**src/sdt_pkg.sv**
```systemverilog
// Notes on behaviour
// [RQ1] Software keeps day threshold 0.5 V above night.
// [RQ2] Thresholds below 11.4 V are raised to it.
// [RQ3] Zero threshold selects 11.4 V / 11.9 V.
// [RQ4] Night/day must persist 0..60 min delay.
// [RQ5] Ramp one percent per programmed seconds, 0..99.
// [RQ6] Speed zero applies new dim level at once.
// [RQ7] Signed minute shift moves midnight anchor only.
// [RQ8] Midnight is sunset plus half night, mod 1440.
// [RQ9] Selector picks five transmit functions, serial default.
// [RQ10] Energy pulse: pin low 250 ms per 0.01 kWh.
// [RQ11] Normal dimming duty equals dim level.
// [RQ12] Inverted dimming duty is complement of level.
// [RQ13] Virtual load mode copies the load state.
// [RQ14] Dimming PWM runs at fixed 160 Hz.
// [RQ15] Incoming serial data restores serial while receiving.
// [RQ16] Unsynchronised: midnight 6 h, night 12 h.
// [RQ17] Streetlight enabled: light is load AND timer.
// [RQ18] Dim level and duty in whole percent steps.
// [RQ19] Equal target holds; target change restarts interval.
package sdt_pkg;

  // Register byte offsets.
  localparam logic [7:0] OFS_CTRL   = 8'h00;
  localparam logic [7:0] OFS_NTHR   = 8'h04;
  localparam logic [7:0] OFS_DTHR   = 8'h08;
  localparam logic [7:0] OFS_DELAY  = 8'h0c;
  localparam logic [7:0] OFS_DIM    = 8'h10;
  localparam logic [7:0] OFS_SHIFT  = 8'h14;
  localparam logic [7:0] OFS_TOD    = 8'h18;
  localparam logic [7:0] OFS_STATUS = 8'h1c;

  // Field positions.
  localparam int POS_SLEN  = 3;
  localparam int POS_DDLY  = 8;
  localparam int POS_SPEED = 8;

  // Panel levels in units of 10 mV.
  localparam logic [11:0] PV_MIN_CV  = 12'h474; // 11.40 V
  localparam logic [11:0] PV_RISE_CV = 12'h4a6; // 11.90 V

  // Limits and day length.
  localparam logic [5:0]  DELAY_MAX   = 6'h3c;  // 60 minutes
  localparam logic [6:0]  SPEED_MAX   = 7'h63;  // 99 seconds
  localparam logic [6:0]  DIM_FULL    = 7'h64;  // 100 percent
  localparam logic [10:0] DAY_MIN     = 11'h5a0; // 1440 minutes
  localparam logic [10:0] UNSYNC_MID  = 11'h168; // 6 hours
  localparam logic [10:0] UNSYNC_NGT  = 11'h2d0; // 12 hours
  localparam logic [10:0] SYNC_LO     = 11'h564; // 23 hours
  localparam logic [10:0] SYNC_HI     = 11'h5dc; // 25 hours
  localparam logic [1:0]  SYNC_CYCLES = 2'h3;
  localparam logic [5:0]  SEC_PER_MIN = 6'h3c;

  // Reset values.
  localparam logic [31:0] RST_ZERO = 32'h0000_0000;

  // Timing.
  localparam longint CLK_HZ    = 250_000_000;
  localparam longint PULSE_MS  = 250;
  localparam longint PWM_HZ    = 160;
  localparam longint RX_IDLE_US = 1000;
  localparam longint CYC_SEC   = CLK_HZ;
  localparam longint CYC_PULSE = CLK_HZ / 1000 * PULSE_MS;
  localparam longint CYC_STEP  = CLK_HZ / (PWM_HZ * 100);
  localparam longint CYC_RXIDL = CLK_HZ / 1_000_000 * RX_IDLE_US;

  // Transmit pin functions.
  typedef enum logic [2:0] {
    TX_SERIAL = 3'b000,
    TX_ENERGY = 3'b001,
    TX_PWM    = 3'b010,
    TX_PWMINV = 3'b011,
    TX_VLOAD  = 3'b100
  } sdt_txf_t;

endpackage : sdt_pkg

```
**src/sdt_top.sv**
```systemverilog
// Decided for this implementation: the AXI4-Lite interface to the registers and the register addresses.
`timescale 1ns/10ps
module sdt_top
  import sdt_pkg::*;
#(
  parameter longint SEC_CYCLES   = CYC_SEC,
  parameter longint PULSE_CYCLES = CYC_PULSE,
  parameter longint STEP_CYCLES  = CYC_STEP,
  parameter longint RXIDL_CYCLES = CYC_RXIDL
) (
  // Clock and reset.
  input  wire logic        aclk,
  input  wire logic        aresetn,
  // AXI4-Lite write channels.
  input  wire logic [7:0]  awaddr,
  input  wire logic [2:0]  awprot,
  input  wire logic        awvalid,
  output logic             awready,
  input  wire logic [31:0] wdata,
  input  wire logic [3:0]  wstrb,
  input  wire logic        wvalid,
  output logic             wready,
  output logic [1:0]       bresp,
  output logic             bvalid,
  input  wire logic        bready,
  // AXI4-Lite read channels.
  input  wire logic [7:0]  araddr,
  input  wire logic [2:0]  arprot,
  input  wire logic        arvalid,
  output logic             arready,
  output logic [31:0]      rdata,
  output logic [1:0]       rresp,
  output logic             rvalid,
  input  wire logic        rready,
  // Charger side.
  input  wire logic [11:0] panel_cv,
  input  wire logic        load_on,
  input  wire logic        timer_on,
  input  wire logic        energy_tick,
  input  wire logic        ser_tx,
  // Pins.
  input  wire logic        rx_pin,
  output logic             tx_pin,
  output logic             light_on
);

  ////////////////////////////////////////////////////////////////////////////
  // Register file and AXI4-Lite slave.

  logic [31:0] ctrl_ff, nthr_ff, dthr_ff, delay_ff, dim_ff, shift_ff;
  logic [31:0] status;
  logic [7:0]  aw_ff;
  logic [31:0] wd_ff;
  logic [3:0]  ws_ff;
  logic        awh_ff, wh_ff;
  logic        do_wr;
  logic [31:0] wmask;
  logic [10:0] tod_ff;
  logic        tod_wr;

  assign awready = !awh_ff;
  assign wready  = !wh_ff;
  assign arready = !rvalid;
  assign do_wr   = awh_ff && wh_ff && !bvalid;
  assign wmask   = {{8{ws_ff[3]}}, {8{ws_ff[2]}}, {8{ws_ff[1]}}, {8{ws_ff[0]}}};
  assign tod_wr  = do_wr && aw_ff[7:2] == OFS_TOD[7:2];

  // Address and data are held until both have arrived.
  always_ff @(posedge aclk) begin
    if (!aresetn) begin
      awh_ff <= 1'b0;
      wh_ff  <= 1'b0;
      aw_ff  <= 8'h00;
      wd_ff  <= RST_ZERO;
      ws_ff  <= 4'h0;
    end else begin
      if (awvalid && awready) begin
        awh_ff <= 1'b1;
        aw_ff  <= awaddr;
      end else if (do_wr) begin
        awh_ff <= 1'b0;
      end
      if (wvalid && wready) begin
        wh_ff <= 1'b1;
        wd_ff <= wdata;
        ws_ff <= wstrb;
      end else if (do_wr) begin
        wh_ff <= 1'b0;
      end
    end
  end

  // Register writes with byte strobes; unmapped offsets answer SLVERR.
  always_ff @(posedge aclk) begin
    if (!aresetn) begin
      {ctrl_ff, nthr_ff, dthr_ff} <= {3{RST_ZERO}};
      {delay_ff, dim_ff, shift_ff} <= {3{RST_ZERO}};
      bvalid <= 1'b0;
      bresp  <= 2'b00;
    end else begin
      if (do_wr) begin
        bvalid <= 1'b1;
        bresp  <= 2'b00;
        unique case (aw_ff[7:2])
          OFS_CTRL[7:2]:  ctrl_ff  <= (ctrl_ff & ~wmask) | (wd_ff & wmask);
          OFS_NTHR[7:2]:  nthr_ff  <= (nthr_ff & ~wmask) | (wd_ff & wmask);
          OFS_DTHR[7:2]:  dthr_ff  <= (dthr_ff & ~wmask) | (wd_ff & wmask);
          OFS_DELAY[7:2]: delay_ff <= (delay_ff & ~wmask) | (wd_ff & wmask);
          OFS_DIM[7:2]:   dim_ff   <= (dim_ff & ~wmask) | (wd_ff & wmask);
          OFS_SHIFT[7:2]: shift_ff <= (shift_ff & ~wmask) | (wd_ff & wmask);
          OFS_TOD[7:2], OFS_STATUS[7:2]: bresp <= 2'b00;
          default:        bresp    <= 2'b10;
        endcase
      end else if (bready) begin
        bvalid <= 1'b0;
      end
    end
  end

  // Read answers one cycle after the address is taken.
  always_ff @(posedge aclk) begin
    if (!aresetn) begin
      rvalid <= 1'b0;
      rdata  <= RST_ZERO;
      rresp  <= 2'b00;
    end else if (arvalid && arready) begin
      rvalid <= 1'b1;
      rresp  <= 2'b00;
      unique case (araddr[7:2])
        OFS_CTRL[7:2]:   rdata <= {28'h0, ctrl_ff[3:0]};
        OFS_NTHR[7:2]:   rdata <= {20'h0, nthr_ff[11:0]};
        OFS_DTHR[7:2]:   rdata <= {20'h0, dthr_ff[11:0]};
        OFS_DELAY[7:2]:  rdata <= {18'h0, delay_ff[13:8], 2'b00, delay_ff[5:0]};
        OFS_DIM[7:2]:    rdata <= {17'h0, dim_ff[14:8], 1'b0, dim_ff[6:0]};
        OFS_SHIFT[7:2]:  rdata <= {20'h0, shift_ff[11:0]};
        OFS_TOD[7:2]:    rdata <= {21'h0, tod_ff};
        OFS_STATUS[7:2]: rdata <= status;
        default: begin
          rdata <= RST_ZERO;
          rresp <= 2'b10;
        end
      endcase
    end else if (rready) begin
      rvalid <= 1'b0;
    end
  end

  ////////////////////////////////////////////////////////////////////////////
  // Second and minute ticks, time of day.

  logic [31:0] sec_cnt_ff;
  logic [5:0]  min_cnt_ff;
  logic        sec_tick, min_tick;

  assign sec_tick = sec_cnt_ff == 32'(SEC_CYCLES - 1);
  assign min_tick = sec_tick && min_cnt_ff == SEC_PER_MIN - 6'h01;

  // Free-running prescalers; software may set the minute of day.
  always_ff @(posedge aclk) begin
    if (!aresetn) begin
      sec_cnt_ff <= RST_ZERO;
      min_cnt_ff <= 6'h00;
      tod_ff     <= 11'h000;
    end else begin
      sec_cnt_ff <= sec_tick ? RST_ZERO : sec_cnt_ff + 32'h1;
      if (sec_tick) begin
        min_cnt_ff <= min_tick ? 6'h00 : min_cnt_ff + 6'h01;
      end
      if (tod_wr) begin
        tod_ff <= wd_ff[10:0] < DAY_MIN ? wd_ff[10:0] : 11'h000;
      end else if (min_tick) begin
        tod_ff <= tod_ff == DAY_MIN - 11'h001 ? 11'h000 : tod_ff + 11'h001;
      end
    end
  end

  ////////////////////////////////////////////////////////////////////////////
  // Night and day detection with qualification delay.

  logic [11:0] n_lvl, d_lvl, pv_s1_ff, pv_s2_ff, pv_d_ff, pv_ff;
  logic [5:0]  n_dly, d_dly, dly_sel;
  logic [11:0] qual_ff;
  logic        night_ff, flip_cond;

  // [RQ3] Built-in levels
  // [RQ2] Minimum level clamp
  assign n_lvl = nthr_ff[11:0] == 12'h0 ? PV_MIN_CV :
                 nthr_ff[11:0] < PV_MIN_CV ? PV_MIN_CV : nthr_ff[11:0];
  assign d_lvl = dthr_ff[11:0] == 12'h0 ? PV_RISE_CV :
                 dthr_ff[11:0] < PV_MIN_CV ? PV_MIN_CV : dthr_ff[11:0];
  assign n_dly = delay_ff[5:0] > DELAY_MAX ? DELAY_MAX : delay_ff[5:0];
  assign d_dly = delay_ff[13:8] > DELAY_MAX ? DELAY_MAX : delay_ff[13:8];
  assign dly_sel   = night_ff ? d_dly : n_dly;
  assign flip_cond = night_ff ? pv_ff > d_lvl : pv_ff < n_lvl;

  // Panel voltage comes from another domain; a word caught mid-change could
  // tear, so a value is used only once two synchronised samples agree.
  always_ff @(posedge aclk) begin
    if (!aresetn) begin
      pv_s1_ff <= 12'hfff;
      pv_s2_ff <= 12'hfff;
      pv_d_ff  <= 12'hfff;
      pv_ff    <= 12'hfff;
    end else begin
      pv_s1_ff <= panel_cv;
      pv_s2_ff <= pv_s1_ff;
      pv_d_ff  <= pv_s2_ff;
      if (pv_s2_ff == pv_d_ff) begin
        pv_ff <= pv_s2_ff;
      end
    end
  end

  // [RQ4] Persistence delay
  always_ff @(posedge aclk) begin
    if (!aresetn) begin
      night_ff <= 1'b0;
      qual_ff  <= 12'h000;
    end else if (!flip_cond) begin
      qual_ff <= 12'h000;
    end else if (qual_ff >= {6'h00, dly_sel} * {6'h00, SEC_PER_MIN}) begin
      night_ff <= !night_ff;
      qual_ff  <= 12'h000;
    end else if (sec_tick) begin
      qual_ff <= qual_ff + 12'h001;
    end
  end

  ////////////////////////////////////////////////////////////////////////////
  // Solar midnight estimate and synchronisation.

  logic        night_d_ff, sunset, sunrise, synced;
  logic [10:0] set_tod_ff, ngt_cnt_ff, ngt_len_ff, rise_gap_ff;
  logic [1:0]  sync_ff;
  logic [11:0] mid_raw, mid_sh;
  logic [10:0] midnight;

  assign sunset  = night_ff && !night_d_ff;
  assign sunrise = !night_ff && night_d_ff;
  assign synced  = sync_ff == SYNC_CYCLES;

  // Sunset time, night length and sunrise spacing are measured in minutes.
  always_ff @(posedge aclk) begin
    if (!aresetn) begin
      night_d_ff  <= 1'b0;
      set_tod_ff  <= 11'h000;
      ngt_cnt_ff  <= 11'h000;
      ngt_len_ff  <= UNSYNC_NGT;
      rise_gap_ff <= 11'h000;
      sync_ff     <= 2'b00;
    end else begin
      night_d_ff <= night_ff;
      if (sunset) begin
        set_tod_ff <= tod_ff;
        ngt_cnt_ff <= 11'h000;
      end else if (min_tick && night_ff && ngt_cnt_ff != 11'h7ff) begin
        ngt_cnt_ff <= ngt_cnt_ff + 11'h001;
      end
      if (sunrise) begin
        ngt_len_ff  <= ngt_cnt_ff;
        rise_gap_ff <= 11'h000;
        if (rise_gap_ff >= SYNC_LO && rise_gap_ff <= SYNC_HI) begin
          sync_ff <= synced ? sync_ff : sync_ff + 2'b01;
        end else begin
          sync_ff <= 2'b00;
        end
      end else if (min_tick && rise_gap_ff != 11'h7ff) begin
        rise_gap_ff <= rise_gap_ff + 11'h001;
      end
    end
  end

  // [RQ16] Fixed 6 h midnight
  // [RQ8] Sunset plus half night
  assign mid_raw = {1'b0, set_tod_ff} + {1'b0, synced ? ngt_len_ff >> 1 : UNSYNC_MID};
  // [RQ7] Midnight shift
  assign mid_sh  = (mid_raw >= {1'b0, DAY_MIN} ? mid_raw - {1'b0, DAY_MIN} : mid_raw)
                   + shift_ff[11:0];
  assign midnight = mid_sh[11] ? 11'(mid_sh + {1'b0, DAY_MIN}) :
                    mid_sh >= {1'b0, DAY_MIN} ? 11'(mid_sh - {1'b0, DAY_MIN}) :
                    mid_sh[10:0];

  ////////////////////////////////////////////////////////////////////////////
  // Gradual dimming.

  logic [6:0] tgt, spd, tgt_d_ff, lvl_ff, step_sec_ff;

  // [RQ18] Whole percent target
  assign tgt = dim_ff[6:0] > DIM_FULL ? DIM_FULL : dim_ff[6:0];
  assign spd = dim_ff[14:8] > SPEED_MAX ? SPEED_MAX : dim_ff[14:8];

  // [RQ5] One step per interval
  always_ff @(posedge aclk) begin
    if (!aresetn) begin
      lvl_ff      <= 7'h00;
      tgt_d_ff    <= 7'h00;
      step_sec_ff <= 7'h00;
    end else begin
      tgt_d_ff <= tgt;
      if (spd == 7'h00) begin
        // [RQ6] Immediate level
        lvl_ff      <= tgt;
        step_sec_ff <= 7'h00;
      end else if (tgt != tgt_d_ff || tgt == lvl_ff) begin
        // [RQ19] Restart or hold
        step_sec_ff <= 7'h00;
      end else if (sec_tick) begin
        if (step_sec_ff + 7'h01 >= spd) begin
          step_sec_ff <= 7'h00;
          lvl_ff      <= tgt > lvl_ff ? lvl_ff + 7'h01 : lvl_ff - 7'h01;
        end else begin
          step_sec_ff <= step_sec_ff + 7'h01;
        end
      end
    end
  end

  ////////////////////////////////////////////////////////////////////////////
  // PWM, energy pulse and receive activity.

  logic [31:0] pstep_ff, epul_ff, rxidl_ff;
  logic [6:0]  ppos_ff;
  logic        rx_s1_ff, rx_ff, pwm_hi, rx_act;

  // [RQ14] Fixed 160 Hz frame
  always_ff @(posedge aclk) begin
    if (!aresetn) begin
      pstep_ff <= RST_ZERO;
      ppos_ff  <= 7'h00;
    end else if (pstep_ff == 32'(STEP_CYCLES - 1)) begin
      pstep_ff <= RST_ZERO;
      ppos_ff  <= ppos_ff == DIM_FULL - 7'h01 ? 7'h00 : ppos_ff + 7'h01;
    end else begin
      pstep_ff <= pstep_ff + 32'h1;
    end
  end

  // [RQ11] Duty equals level
  assign pwm_hi = ppos_ff < lvl_ff;

  // [RQ10] Low pulse per tick
  always_ff @(posedge aclk) begin
    if (!aresetn) begin
      epul_ff <= RST_ZERO;
    end else if (energy_tick) begin
      epul_ff <= 32'(PULSE_CYCLES);
    end else if (epul_ff != RST_ZERO) begin
      epul_ff <= epul_ff - 32'h1;
    end
  end

  // [RQ15] Receive activity window
  always_ff @(posedge aclk) begin
    if (!aresetn) begin
      rx_s1_ff <= 1'b1;
      rx_ff    <= 1'b1;
      rxidl_ff <= RST_ZERO;
    end else begin
      rx_s1_ff <= rx_pin;
      rx_ff    <= rx_s1_ff;
      rxidl_ff <= !rx_ff ? 32'(RXIDL_CYCLES) :
                  rxidl_ff != RST_ZERO ? rxidl_ff - 32'h1 : RST_ZERO;
    end
  end
  assign rx_act = rxidl_ff != RST_ZERO;

  ////////////////////////////////////////////////////////////////////////////
  // Light output and transmit pin selection.

  logic     tx_nxt;
  sdt_txf_t txf;

  assign txf = sdt_txf_t'(ctrl_ff[2:0]);

  // [RQ17] Load AND timer
  always_ff @(posedge aclk) begin
    if (!aresetn) begin
      light_on <= 1'b0;
    end else begin
      light_on <= ctrl_ff[POS_SLEN] ? load_on && timer_on : load_on;
    end
  end

  // [RQ9] Pin function select
  always_comb begin
    tx_nxt = ser_tx;
    if (!rx_act) begin
      unique case (txf)
        TX_SERIAL: tx_nxt = ser_tx;
        TX_ENERGY: tx_nxt = epul_ff == RST_ZERO;
        TX_PWM:    tx_nxt = pwm_hi;
        // [RQ12] Complement duty
        TX_PWMINV: tx_nxt = !pwm_hi;
        // [RQ13] Load state copy
        TX_VLOAD:  tx_nxt = light_on;
        default:   tx_nxt = ser_tx;
      endcase
    end
  end

  // Transmit pin is registered; idle level is high.
  always_ff @(posedge aclk) begin
    if (!aresetn) begin
      tx_pin <= 1'b1;
    end else begin
      tx_pin <= tx_nxt;
    end
  end

  assign status = {11'h0, midnight, lvl_ff, rx_act, synced, night_ff};

endmodule : sdt_top

```
**config.mk**
```make
export PLATFORM = sky130hd
export DESIGN_NAME = sdt_top
export DESIGN_NICKNAME = d
export VERILOG_FILES = /design/src/sdt_pkg.sv /design/src/sdt_top.sv
export SDC_FILE = /design/constraint.sdc
export NUM_CORES = 1
export LEC_CHECK = 0
export BUFFER_PORTS_ARGS = -buffer_cell sky130_fd_sc_hd__buf_4
export CAP_MARGIN = 30
export CORE_MARGIN = 2
export CORE_UTILIZATION = 45
export CTS_CLUSTER_SIZE = 40
export DETAILED_ROUTE_END_ITERATION = 8
export GPL_TIMING_DRIVEN = 0
export MAX_ROUTING_LAYER = met4
export SYNTH_ARGS = -nofsm -noshare
export SYNTH_HDL_FRONTEND = slang
export SYNTH_SLANG_ARGS = --single-unit
```
**constraint.sdc**
```tcl
create_clock -name aclk -period 5.7 [get_ports aclk]
set_input_delay 0.285 -clock aclk [delete_from_list [all_inputs] [get_ports aclk]]
set_output_delay 0.285 -clock aclk [all_outputs]
set_load 0.005 [all_outputs]
```
# Word level (Yosys, flattened, before mapping)
# Index checks and enable logic that the tools add are counted.
word_totals:
  reg_bits: 561
  inputBits: 82
  word_cells: 230
classes:
  addsub: 19
  n_mul: 1
  magnitude_cmp: 17
  eq_ne: 31
  mux: 45
  n_bitwise: 16
  n_reduce_logical: 57
op_table:
  columns: ["cell", "n"]
  rows:
  - ["AND 32 bit", 7]
  - ["OR 32 bit", 6]
  - ["case mux 21 bit (8 select lines)", 1]
  - ["2-to-1 mux 11 bit", 6]
  - ["adder 32 x 1 -> 32 bit (second input constant)", 2]
  - ["nonzero test 32 bit", 2]
  - ["subtractor 32 x 1 -> 32 bit (second input constant)", 2]
  - ["2-to-1 mux 7 bit", 9]
  - ["2-to-1 mux 12 bit", 5]
  - ["2-to-1 mux 26 bit", 2]
  - ["== test 6 x 3 -> 1 bit (second input constant)", 8]
  - ["2-to-1 mux 18 bit", 2]
  - ["adder 11 x 1 -> 11 bit (second input constant)", 3]
  - ["== test 32 x 14 -> 1 bit (second input constant)", 1]
  - ["== test 32 x 28 -> 1 bit (second input constant)", 1]
  - ["logical NOT 32 bit", 1]
  - ["NOT 32 bit", 1]
  - ["== test 6 x 2 -> 1 bit (second input constant)", 4]
  - ["greater-or-equal comparator 12 x 11 -> 1 bit (second input constant)", 2]
  - ["logical NOT 12 bit", 2]
  - ["less-than comparator 12 x 11 -> 1 bit (second input constant)", 2]
  - ["2-to-1 mux 6 bit", 4]
  - ["inequality test 11 bit (second input constant)", 2]
  - ["adder 7 x 1 -> 7 bit (second input constant)", 3]
  - ["other kinds (49)", 108]

# Logic depth before layout (Yosys ltp)
# Gate-level depths: netlist (run 1).
depth:
  word_depth: 10
  ltp_mapped: 26
  mapped_depth_nobuf: 25

# Worst setup path after synthesis (run 1)
# No wires, ideal clock.
synth_timing:
  kind: "register to register"
  startpoint: "register sync_ff[0]"
  endpoint: "register rdata[19]"
  setup_ps: 115
  t_arrival_ps: 5489
  required_time_ps: 5585
  path_slack_ps: 96
  stages_incl_launch_ff: 26
  period_less_slack_ps: 5604
  path_cell_list: "dfxtp_1 > ha_1 > clkbuf_1 > and2_1 > ha_1 > inv_1 > fa_1 > nor2b_1 > o2111a_1 > o31a_1 > o41ai_1 > and3b_1 > a21oi_1 > o22a_1 > mux2i_1 > ha_1 > or2_2 > a21boi_0 > a41oi_1 > o21ai_0 > and2_1 > o211a_1 > nor2_1 > mux2i_1 > mux2i_1 > nand2_1"
synth_between:
  elab_chain_cells: 10
  word_cells_on_any_way: 13
  cone_classes: "add/sub: 5; order compare: 2; eq/ne: 1; mux: 5"
synth_lines:
  columns: ["item", "line", "text"]
  rows:
  - ["start: declaration", "sdt_top.sv:234", "logic [1:0] sync_ff;"]
  - ["start signal: assignment", "sdt_top.sv:263", "sync_ff <= synced ? sync_ff : sync_ff + 2'b01;"]
  - ["== test 2 bit *", "sdt_top.sv:240", "assign synced = sync_ff == SYNC_CYCLES;"]
  - ["2-to-1 mux 10 bit *", "sdt_top.sv:275", "assign mid_raw = {1'b0, set_tod_ff} + {1'b0, synced ? ngt_len_ff >> 1 : UNSYNC_MID};"]
  - ["adder 11 x 10 -> 12 bit *", "sdt_top.sv:275", null]
  - ["subtractor 12 x 11 -> 12 bit / greater-or-equal comparator 12 x 11 -> 1 bit (equally long branches)", "sdt_top.sv:277", "assign mid_sh = (mid_raw >= {1'b0, DAY_MIN} ? mid_raw - {1'b0, DAY_MIN} : mid_raw)"]
  - ["2-to-1 mux 12 bit *", "sdt_top.sv:277", null]
  - ["adder 12 bit *", "sdt_top.sv:278", "+ shift_ff[11:0];"]
  - ["subtractor 11 bit / greater-or-equal comparator 12 x 11 -> 1 bit (equally long branches)", "sdt_top.sv:280", "mid_sh >= {1'b0, DAY_MIN} ? 11'(mid_sh - {1'b0, DAY_MIN}) :"]
  - ["2-to-1 mux 11 bit", "sdt_top.sv:280", null]
  - ["2-to-1 mux 11 bit *", "sdt_top.sv:279", "assign midnight = mid_sh[11] ? 11'(mid_sh + {1'b0, DAY_MIN}) :"]
  - ["case mux 21 bit (8 select lines) *", "sdt_top.sv:129", "unique case (araddr[7:2])"]
  - ["end signal: assignment", "sdt_top.sv:130", "OFS_CTRL[7:2]: rdata <= {28'h0, ctrl_ff[3:0]};"]
  - ["end signal: assignment", "sdt_top.sv:131", "OFS_NTHR[7:2]: rdata <= {20'h0, nthr_ff[11:0]};"]
  - ["end signal: assignment", "sdt_top.sv:132", "OFS_DTHR[7:2]: rdata <= {20'h0, dthr_ff[11:0]};"]
  - ["end: declaration", "sdt_top.sv:31", "output logic [31:0] rdata,"]
# Mark *: on every way between the ends. The rest lies on a longest branch, timed or not.
# A chain may end at the register's enable or synchronous reset.

# Final worst setup path (run 1)
# Ends and elaborated chain as after synthesis.

==> results of run 1 <==
## kinds of logic (layout without fill, tap and decap cells)
group	after synthesis	after routing	synth area share [%]
buffers and inverters	188	403	3.74
other	1	14	0.0184
AO/OA/AOI/OAI	383	383	12.2
XOR/XNOR	197	197	8.49
flip-flops	400	400	39.4
AND/OR/NAND/NOR	972	972	22.6
adder cells (fa/ha/maj)	123	123	8.01
multiplexers	111	111	5.56
## worst min-delay path, delay by kind of cell
family / cells / cell delay, ps
buffers and inverters: 1 / 110
AND/OR/NAND/NOR: 1 / 80
AO/OA/AOI/OAI: 1 / 70
## metal layers
metal | share of wire (%) | wire, µm | global-route usage [%] | vias to the layer above
met5 | 0 | 0 | - | -
met3 | 5.4 | 3080 | 3.54 | 87
li1 | - | - | - | 8590
met1 | 46 | 26500 | 32.8 | 8306
met4 | 2.9 | 1650 | 7.85 | 0
met2 | 45 | 25700 | 38.9 | 437
## report_power, final
part	internal, mW	switching [mW]	total [mW]
combinational	0.343	0.432	0.775
sequential	2.93	0.119	3.05
clock	1.72	1.22	2.93
## placed cells by master, fill, tap and decap left out, types with 15 or more instances in the layout
| cell | instances |
|---|---|
| and2_1 | 20 |
| a221oi_1 | 15 |
| and3_1 | 32 |
| a21oi_1 | 119 |
| ha_1 | 109 |
| dfxtp_1 | 397 |
| mux2i_1 | 103 |
| o21a_1 | 23 |
| or3_1 | 21 |
| xor2_1 | 106 |
| nor4_1 | 38 |
| nor2b_1 | 18 |
| dlygate4sd3_1 | 43 |
| nand2b_1 | 61 |
| nand3_1 | 69 |
| nor2_1 | 349 |
| o21ai_0 | 74 |
| nand4_1 | 37 |
| nor3_1 | 45 |
| inv_1 | 81 |
| nand2_1 | 225 |
| clkbuf_16 | 46 |
| xnor2_1 | 89 |
| buf_4 | 101 |
| clkbuf_1 | 91 |
| a21o_1 | 34 |
## path summary, 6_finish.rpt
path | from | end | slack, ps | cells past startpoint
worst min-delay path | wdata[11] | wd_ff[11] | 7 | 3
worst max-delay path | sync_ff[0] | rdata[19] | 240 | 24
worst max register to register | sync_ff[0] | rdata[19] | 240 | 24
worst min register to register | pv_s1_ff[3] | pv_s2_ff[3] | 400 | 1
## cell usage after synthesis (6+ instances only)
cell      number
a22o_1         8
mux2i_1      105
nand2b_1      61
o31ai_1        7
nor2b_1       20
nand3_1       69
o21a_1        23
nand3b_1       9
a22oi_1       11
a21boi_0       6
xor2_1       106
nor2_1       350
dfxtp_1      400
ha_1         111
a221oi_1      15
inv_1         81
buf_4         13
nor4_1        38
o211ai_1       9
a21o_1        34
xnor2_1       91
or3_1         21
clkbuf_1      86
a31oi_1       11
a211oi_1      14
or4_1         12
nor3_1        45
o21bai_1       7
nand2_1      225
o21ai_0       76
a21oi_1      119
and3_1        32
and2_1        20
or2_2         13
nand4_1       37
fa_1          12
## area by class of cell
class	count	area, µm²	area share, %
flip-flops and latches	400	8010	33.5
clock inverters	20	230	0.964
repair buffers	136	1130	4.74
well taps	592	741	3.10
inverters	82	308	1.29
plain buffers	105	453	1.90
clock buffers	60	1270	5.33
multi-input cells	1799	11700	49.1
diodes	1	2.50	0.0105
## metrics by stage
stage | cells | utilization (%)
5_1_grt | 3195 | 53.8
3_5_place_dp | 3064 | 49.0
6_report | 3195 | 53.8
3_3_place_gp | 3059 | 48.9
4_1_cts | 3187 | 53.5
2_1_floorplan | 2387 | -
## repair_timing
item                                   in CTS  in global routing
resized for setup                          12                 19
pin swaps                                   2                  5
hold buffers                               43                  0
setup endpoints to repair                  16                 16
endpoints found under the hold margin      43                  0
setup buffers                               1                  7
==> qor.yml, run 1 <==
power_density_nw_per_um2: 283
outcome: "finished, final reports clean"
dieArea_um2: 46900
avgSynthCellArea_um2: 8.56
drt_wl_total_mm: 56.9
fin_crit_ps: 5460
slew_headroom_pct: 33.8
maxCapViolations: 0
cts_htree_levels: 2
worst-path-buf-inv: 1
place_hpwl_mm: 42.4
drt-initial-drc-count: 1109
ios: 125
cp.required_ps: 6160
async_reset_ff_share_pct: 0
nNetsFinal: 2774
cp_cell_sequence: "ha_4 -> and2_1 -> ha_1 -> inv_1 -> fa_1 -> nor2b_2 -> o2111a_1 -> o31a_1 -> o41ai_4 -> and3b_1 -> a21oi_1 -> o22a_2 -> mux2i_4 -> ha_4 -> or2_2 -> a21boi_0 -> a41oi_2 -> o21ai_1 -> and2_1 -> o211a_1 -> nor2_4 -> mux2i_2 -> mux2i_1 -> nand2_1"
p_leak_nw: 9.69
ys_warn_count: 0
cp_data_arrival_time_ps: 5930
num-fill-cells: 4120
die_height_um: 217
yosysUniqueCellTypes: 73
power.total_mw: 6.76
start_kind: "flop"
clock_path_buffers: 3
critPathMaxStageDelay_ps: 340
start_util_pct: 45.8
tns_ps: 0
cts_root_buf: "clkbuf_16"
drc: 0
hp-class: "primary input to flop"
clock_latency_ps: 590
gp_congestion: 0.932
ys.flop_type: "dfxtp_1"
vias: 17400
ant_nets: 0
synthTopCellsByArea: "dfxtp_1 39%, ha_1 6.8%, nor2_1 6.5%, mux2i_1 5.2%, xor2_1 4.6%"
end_kind: "flop"
synth-edff-count: 0
cts_tree: "yes"
avgRoutedWirePerCell_um: 17.8
synthToLayoutAreaGrowth_pct: 17.5
grt_overflow: 0
worst_slack_ps: 238
place_ws_ps: -843
holdWs_ps: 7.04
rows: 77
worstMarginPinSlew_ps: 993
synth_top_area_share_pct: 39.4
final-max-slew-violation-count: 0
crit_type: "flop to flop"
yosysTopAreaCell: "dfxtp_1"
syn_area_um2: 20300
drive_gt1_share_pct: 8.84
firstDrtPassIters: 5
finalHoldViolations: 0
ys_ff_latch: 400
coreArea_um2: 44400
cp_top_family: "compound AO/OA/AOI/OAI gates"
period_share_pct: 95.8
dpl-instance-area_um2: 21800
portBuffers: 80
clock_sinks: 400
max-vdd-ir-drop_v: 0.000322
max_freq_ghz: 0.183
fin_area_um2: 23900
die_w_um: 217
clk_pin_slew_ps: 60
grt_pass1_wl_mm: 90.1
crit_slowest_cell: "dfxtp_2"
vias_per_cell: 5.45
ys_seq_area_share_pct: 39.4
cts-buffers-inserted: 45
grt_pass1_vias: 16600
grt_usage_pct: 24.7
setup_viol: 0
grt_max_degree: 14
fin_worst_skew_ps: 14.4
netlist_instances: 2375
path_max_fanout: 8
antenna_found_initial: 1
Power figures use the tool's default switching activity.
==> inputs of run 2 (changes only) <==
--- a/config.mk
+++ b/config.mk
@@ -9,10 +9,12 @@
 export CAP_MARGIN = 30
 export CORE_MARGIN = 2
 export CORE_UTILIZATION = 45
+export CTS_BUF_LIST = sky130_fd_sc_hd__clkbuf_16
 export CTS_CLUSTER_SIZE = 40
 export DETAILED_ROUTE_END_ITERATION = 8
 export GPL_TIMING_DRIVEN = 0
 export MAX_ROUTING_LAYER = met4
+export PLACE_DENSITY_LB_ADDON = 0.15
 export SYNTH_ARGS = -nofsm -noshare
 export SYNTH_HDL_FRONTEND = slang
 export SYNTH_SLANG_ARGS = --single-unit
==> run 2 against run 1 <==
Against the previous run:
- maximum frequency rose by 0.86%
- setup slack gained 47 ps
- wire length is 1.6% lower
- first-iteration DRC count grew 11%
- global-route usage is 0.35 points lower
- sequential cell count is the same
- critical endpoint is now rdata[15]
- largest cell class unchanged
==> qor.yml, run 2 (synthesis results as in run 1) <==
grt_usage_pct: 24.4  # -0.35 points
nNetsFinal: 2774  # unchanged
vias: 17200  # -1.3%
hp-class: "primary input to flop"
avgRoutedWirePerCell_um: 17.5  # -1.7%
antenna_found_initial: 2  # +1
tns_ps: 0  # unchanged
cts-buffers-inserted: 45  # unchanged
worstMarginPinSlew_ps: 1000  # +9.21 ps
max_freq_ghz: 0.185  # +0.86%
synthToLayoutAreaGrowth_pct: 17.4
portBuffers: 80  # unchanged
p_leak_nw: 9.71  # +0.27%
slew_headroom_pct: 32.9  # -0.86 points
num-fill-cells: 4141  # +0.51%
die_w_um: 217  # unchanged
clk_pin_slew_ps: 60  # about the same
multi_input_comb_area_um2: 11700  # -0.19%
clock_sinks: 400  # unchanged
fin_crit_ps: 5420  # -46.8 ps
period_share_pct: 95.0  # -0.82 points
place_hpwl_mm: 41.4  # -2.4%
setup_viol: 0  # unchanged
gp_congestion: 0.915  # -1.8%
firstDrtPassIters: 5  # unchanged
outcome: "finished, final reports clean"
ant_nets: 0  # unchanged
grt_overflow: 0  # unchanged
start_util_pct: 45.8  # unchanged
ios: 125  # unchanged
start_kind: "flop"
maxCapViolations: 0  # unchanged
grt_max_degree: 15  # +1
clock_latency_ps: 580  # about the same
max-vdd-ir-drop_v: 0.000244  # -24%
path_max_fanout: 10  # +2
cp.required_ps: 6160  # about the same
end_kind: "flop"
die_height_um: 217  # unchanged
vias_per_cell: 5.37  # -1.4%
drt_wl_total_mm: 56.0  # -1.6%
cts_htree_levels: 2  # unchanged
final-max-slew-violation-count: 0  # unchanged
cts_root_buf: "clkbuf_16"
final_core_util_pct: 53.7  # -0.056 points
rows: 77  # unchanged
drt-initial-drc-count: 1233  # +11%
finalHoldViolations: 0  # unchanged
crit_type: "flop to flop"
drc: 0  # unchanged
final_cell_mix: "397 x dfxtp_1, 349 x nor2_1, 225 x nand2_1"
coreArea_um2: 44400  # unchanged
fin_worst_skew_ps: 16.7  # +2.37 ps
clock_path_buffers: 3  # unchanged
grt_pass1_vias: 16500  # -0.69%
grt_pass1_wl_mm: 88.8  # -1.4%
seqCellArea_um2: 8010  # unchanged
cts_tree: "yes"
cp_data_arrival_time_ps: 5870  # -60 ps
final_common_cell: "dfxtp_1"
power_density_nw_per_um2: 284  # +0.31%
dieArea_um2: 46900  # unchanged
drive_gt1_share_pct: 8.45  # -0.39 points
-- run 2: cell count changes in the layout (fill, tap and decap cells not counted), sizes merged --
cell | previous run | this run
inv | 83 | 90
diode | 1 | 2
dlygate4sd3 | 43 | 44
clkinv | 10 | 17
clkbuf | 145 | 132
bufinv | 3 | 6
clkinvlp | 6 | 4
buf | 113 | 112
-- run 2: final timing paths --
| check | end | slack (ps) | startpoint | cells past startpoint |
|---|---|---|---|---|
| setup / recovery | rdata[15] | 280 | sync_ff[0] | 24 |
| hold / removal | rresp[1] | 90 | araddr[6] | 3 |
| setup reg to reg | rdata[15] | 280 | sync_ff[0] | 24 |
| hold reg to reg | pv_s2_ff[1] | 400 | pv_s1_ff[1] | 1 |
-- run 2: layout make-up --
| class | count | share of cell area [%] |
|---|---|---|
| antenna | 2 | 0.0210 |
| buffer | 105 | 1.90 |
| clock buffer | 47 | 4.93 |
| clock inverter | 35 | 1.33 |
| inverter | 82 | 1.29 |
| multi-input combinational | 1799 | 49.1 |
| sequential | 400 | 33.6 |
| tap | 592 | 3.10 |
| timing repair buffer | 136 | 4.77 |
-- run 2: layer usage --
layer	GRT usage, %	part of all wire (%)	vias to the layer above
met4	9.34	3.4	0
met2	38.1	45	424
li1	-	-	8587
met1	31.9	46	8069
met3	3.56	5.5	105
met5	-	0	-
-- run 2: power breakdown --
| group | internal (mW) | switching, mW | leakage [nW] |
|---|---|---|---|
| Sequential | 2.93 | 0.119 | 3.25 |
| Combinational | 0.343 | 0.421 | 5.72 |
| Clock | 1.76 | 1.20 | 0.749 |
-- run 2: through the flow --
| stage | std cells | total power [mW] | worst slack (ps) | hold WS [ps] | area [µm²] |
|---|---|---|---|---|---|
| 2_1_floorplan | 2387 | 3.62 | 95.8 | 384 | 20400 |
| 3_3_place_gp | 3059 | 3.82 | -700 | 390 | 21700 |
| 3_5_place_dp | 3064 | 3.84 | -795 | 391 | 21800 |
| 4_1_cts | 3190 | 6.83 | 37.0 | 73.3 | 23700 |
| 5_1_grt | 3198 | 7.05 | -38.5 | 114 | 23900 |
| 6_report | 3198 | 6.77 | 285 | 94.3 | 23900 |
-- run 2: what timing repair did --
action	in CTS	in global routing
pin swaps	1	6
setup buffers	1	6
gates resized for setup	9	20
hold buffers	44	0
setup endpoints to repair	16	16
endpoints found under the hold margin	44	0
-- run 2: critical path, cell delays in order, from the launching register on --
cell and delay, ps:
dfxtp_2 340, ha_4 190, and2_1 160, ha_1 210
inv_1 80, fa_1 220, nor2b_2 70, o2111a_1 250
o31a_1 330, o41ai_4 350, and3b_1 220, a21oi_1 130
o22a_2 220, mux2i_1 240, ha_1 230, or2_2 130
a21boi_0 290, a41oi_2 200, buf_4 180, xnor2_1 420
a31oi_2 110, o22ai_1 280, xnor2_1 100, and3_1 190
o21a_1 160
==> inputs of run 3 (changes only) <==
--- a/config.mk
+++ b/config.mk
@@ -8,9 +8,9 @@
 export BUFFER_PORTS_ARGS = -buffer_cell sky130_fd_sc_hd__buf_4
 export CAP_MARGIN = 30
 export CORE_MARGIN = 2
-export CORE_UTILIZATION = 45
+export CORE_UTILIZATION = 55
 export CTS_BUF_LIST = sky130_fd_sc_hd__clkbuf_16
-export CTS_CLUSTER_SIZE = 40
+export CTS_CLUSTER_SIZE = 8
 export DETAILED_ROUTE_END_ITERATION = 8
 export GPL_TIMING_DRIVEN = 0
 export MAX_ROUTING_LAYER = met4
==> run 3 against run 2 <==
Against the previous run:
- maximum frequency is 1.0% higher
- first-iteration DRC count is 0.24% higher
- combinational power is 0.5% higher
- clock power is 3% lower
- critical path depth stayed put
- via count is 1.9% higher
- die area is 18% lower
- sequential cell count stayed put
- hold slack worse by 63 ps
==> qor.yml, run 3 (synthesis results as in run 1) <==
start_kind: "flop"
critPathLaunch: "sync_ff[0]"
cp.required_ps: 6170  # about the same
die_w_um: 196  # -9.4%
fin_cells: 3052  # -4.6%
hp-class: "primary input to flop"
worstMarginPinSlew_ps: 1050  # +47.7 ps
clock_sinks: 400  # unchanged
start_util_pct: 55.7  # +9.9 points
vias: 17500  # +1.9%
grt_pass1_vias: 16600  # +0.76%
final-max-slew-violation-count: 0  # unchanged
finalHoldViolations: 0  # unchanged
grt_usage_pct: 29.2  # +4.8 points
cp_data_arrival_time_ps: 5830  # -40 ps
clock_latency_ps: 600  # +20 ps
timing.rr.start: "sync_ff[0]"
drt-initial-drc-count: 1236  # +0.24%
cts-buffers-inserted: 56  # +24%
fin_crit_ps: 5360  # -55.4 ps
drt_wl_total_mm: 55.4  # -1.1%
max_freq_ghz: 0.187  # +1.0%
avgRoutedWirePerCell_um: 18.2  # +3.7%
gp_congestion: 0.945  # +3.3%
worst_slack_ps: 340  # +55.4 ps
ios: 125  # unchanged
cts_tree: "yes"
cts_root_buf: "clkbuf_16"
path_max_fanout: 9  # -1
place_ws_ps: -803  # -8.06 ps
rows: 70  # -9.1%
firstDrtPassIters: 6  # +1
power_density_nw_per_um2: 283  # -0.40%
synthToLayoutAreaGrowth_pct: 16.5
cts_htree_levels: 2  # unchanged
end_kind: "flop"
period_share_pct: 94.0  # -0.97 points
coreArea_um2: 36500  # -18%
dieArea_um2: 38500  # -18%
p_leak_nw: 9.68  # -0.36%
die_height_um: 196  # -9.4%
final_common_cell: "dfxtp_1"
slew_headroom_pct: 30.0  # -2.9 points
outcome: "finished, final reports clean"
antenna_found_initial: 2  # unchanged
maxCapViolations: 0  # unchanged
drc: 0  # unchanged
num-fill-cells: 3063  # -26%
hp-start: "ser_tx"
max-vdd-ir-drop_v: 0.000302  # +24%
portBuffers: 80  # unchanged
crit_type: "flop to flop"
grt_pass1_wl_mm: 87.6  # -1.4%
grt_overflow: 0  # unchanged
drive_gt1_share_pct: 8.33  # -0.12 points
fin_worst_skew_ps: 22.9  # +6.14 ps
setup_viol: 0  # unchanged
place_hpwl_mm: 40.9  # -1.3%
vias_per_cell: 5.74  # +6.7%
grt_max_degree: 15  # unchanged
clock_path_buffers: 3  # unchanged
final_cell_mix: "398 x dfxtp_1, 349 x nor2_1, 225 x nand2_1"
nNetsFinal: 2784  # +0.36%
clk_pin_slew_ps: 50  # about the same
placedCellCount: 2939  # -4.1%
ant_nets: 0  # unchanged
run 3: changes by cell type in the layout (fill, tap and decap cells not counted), moves of 3 or more:
| cell | delta |
|---|---|
| clkinv_2 | -7 |
| bufinv_16 | -6 |
| inv_1 | -4 |
| clkinv_1 | -10 |
| clkinvlp_4 | -3 |
| clkbuf_16 | +9 |
run 3: critical path, stage by stage (launching register included):
cell and delay [ps]:
dfxtp_2 330, ha_4 190, and2_1 160, ha_1 210, inv_1 80, fa_1 220, nor2b_2 70, o2111a_1 250
o31a_1 330, o41ai_4 330, and3b_1 230, a21oi_1 130, o22a_2 230, mux2i_4 280, ha_4 240, or2_2 310
a21boi_1 160, a41oi_2 220, o21ai_2 110, and2_1 160, o211a_1 290, nor2_4 200, mux2i_2 240, mux2i_1 200
nand2_1 70
run 3: timing repair:
action,in CTS,in global routing
endpoints found under the setup margin,16,16
hold endpoints to repair,44,0
gates resized for setup,15,19
pin swaps,1,6
hold buffers,44,0
buffers inserted,0,7
run 3: power by group:
| part | internal, mW | switching, mW |
|---|---|---|
| sequential | 2.94 | 0.120 |
| clock | 1.71 | 1.16 |
| combinational | 0.343 | 0.426 |
| total | 4.99 | 1.71 |
run 3: routing by layer:
metal / part of all wire (%) / global-route usage [%]
met4: 3.5 / 9.96
met1: 45 / 37.8
met5: 0 / -
met3: 6.6 / 4.64
met2: 45 / 46.7
run 3: worst paths after layout:
check	end	slack (ps)	cells after the start
min	tx_pin	30	3
min reg2reg	pv_s2_ff[11]	400	1
max	rdata[19]	340	24
max reg2reg	rdata[19]	340	24
run 3: area by class of cell:
cell class	instances	area (µm²)	share of cell area, %
Timing Repair Buffer	135	1130	4.78
Inverter	82	308	1.30
Sequential cell	400	8010	33.8
Antenna cell	2	5.00	0.0211
Clock buffer	56	1400	5.92
Buffer	105	453	1.91
Tap cell	468	586	2.47
Multi-Input combinational cell	1799	11700	49.6
Clock inverter	5	48.8	0.206
run 3: per-stage QoR:
step                      util (%)  area (µm²)  TNS (ps)  hold slack [ps]  total power [mW]
after floorplan                  -       20400         0              384              3.62
after CTS                     64.5       23500         0             11.7              6.74
after detailed placement      59.1       21600     -4300              393              3.84
final                         64.9       23700         0             31.7              6.70
after global routing          64.9       23700      -195             30.8              6.95
after global placement        59.0       21600     -3100              389              3.81
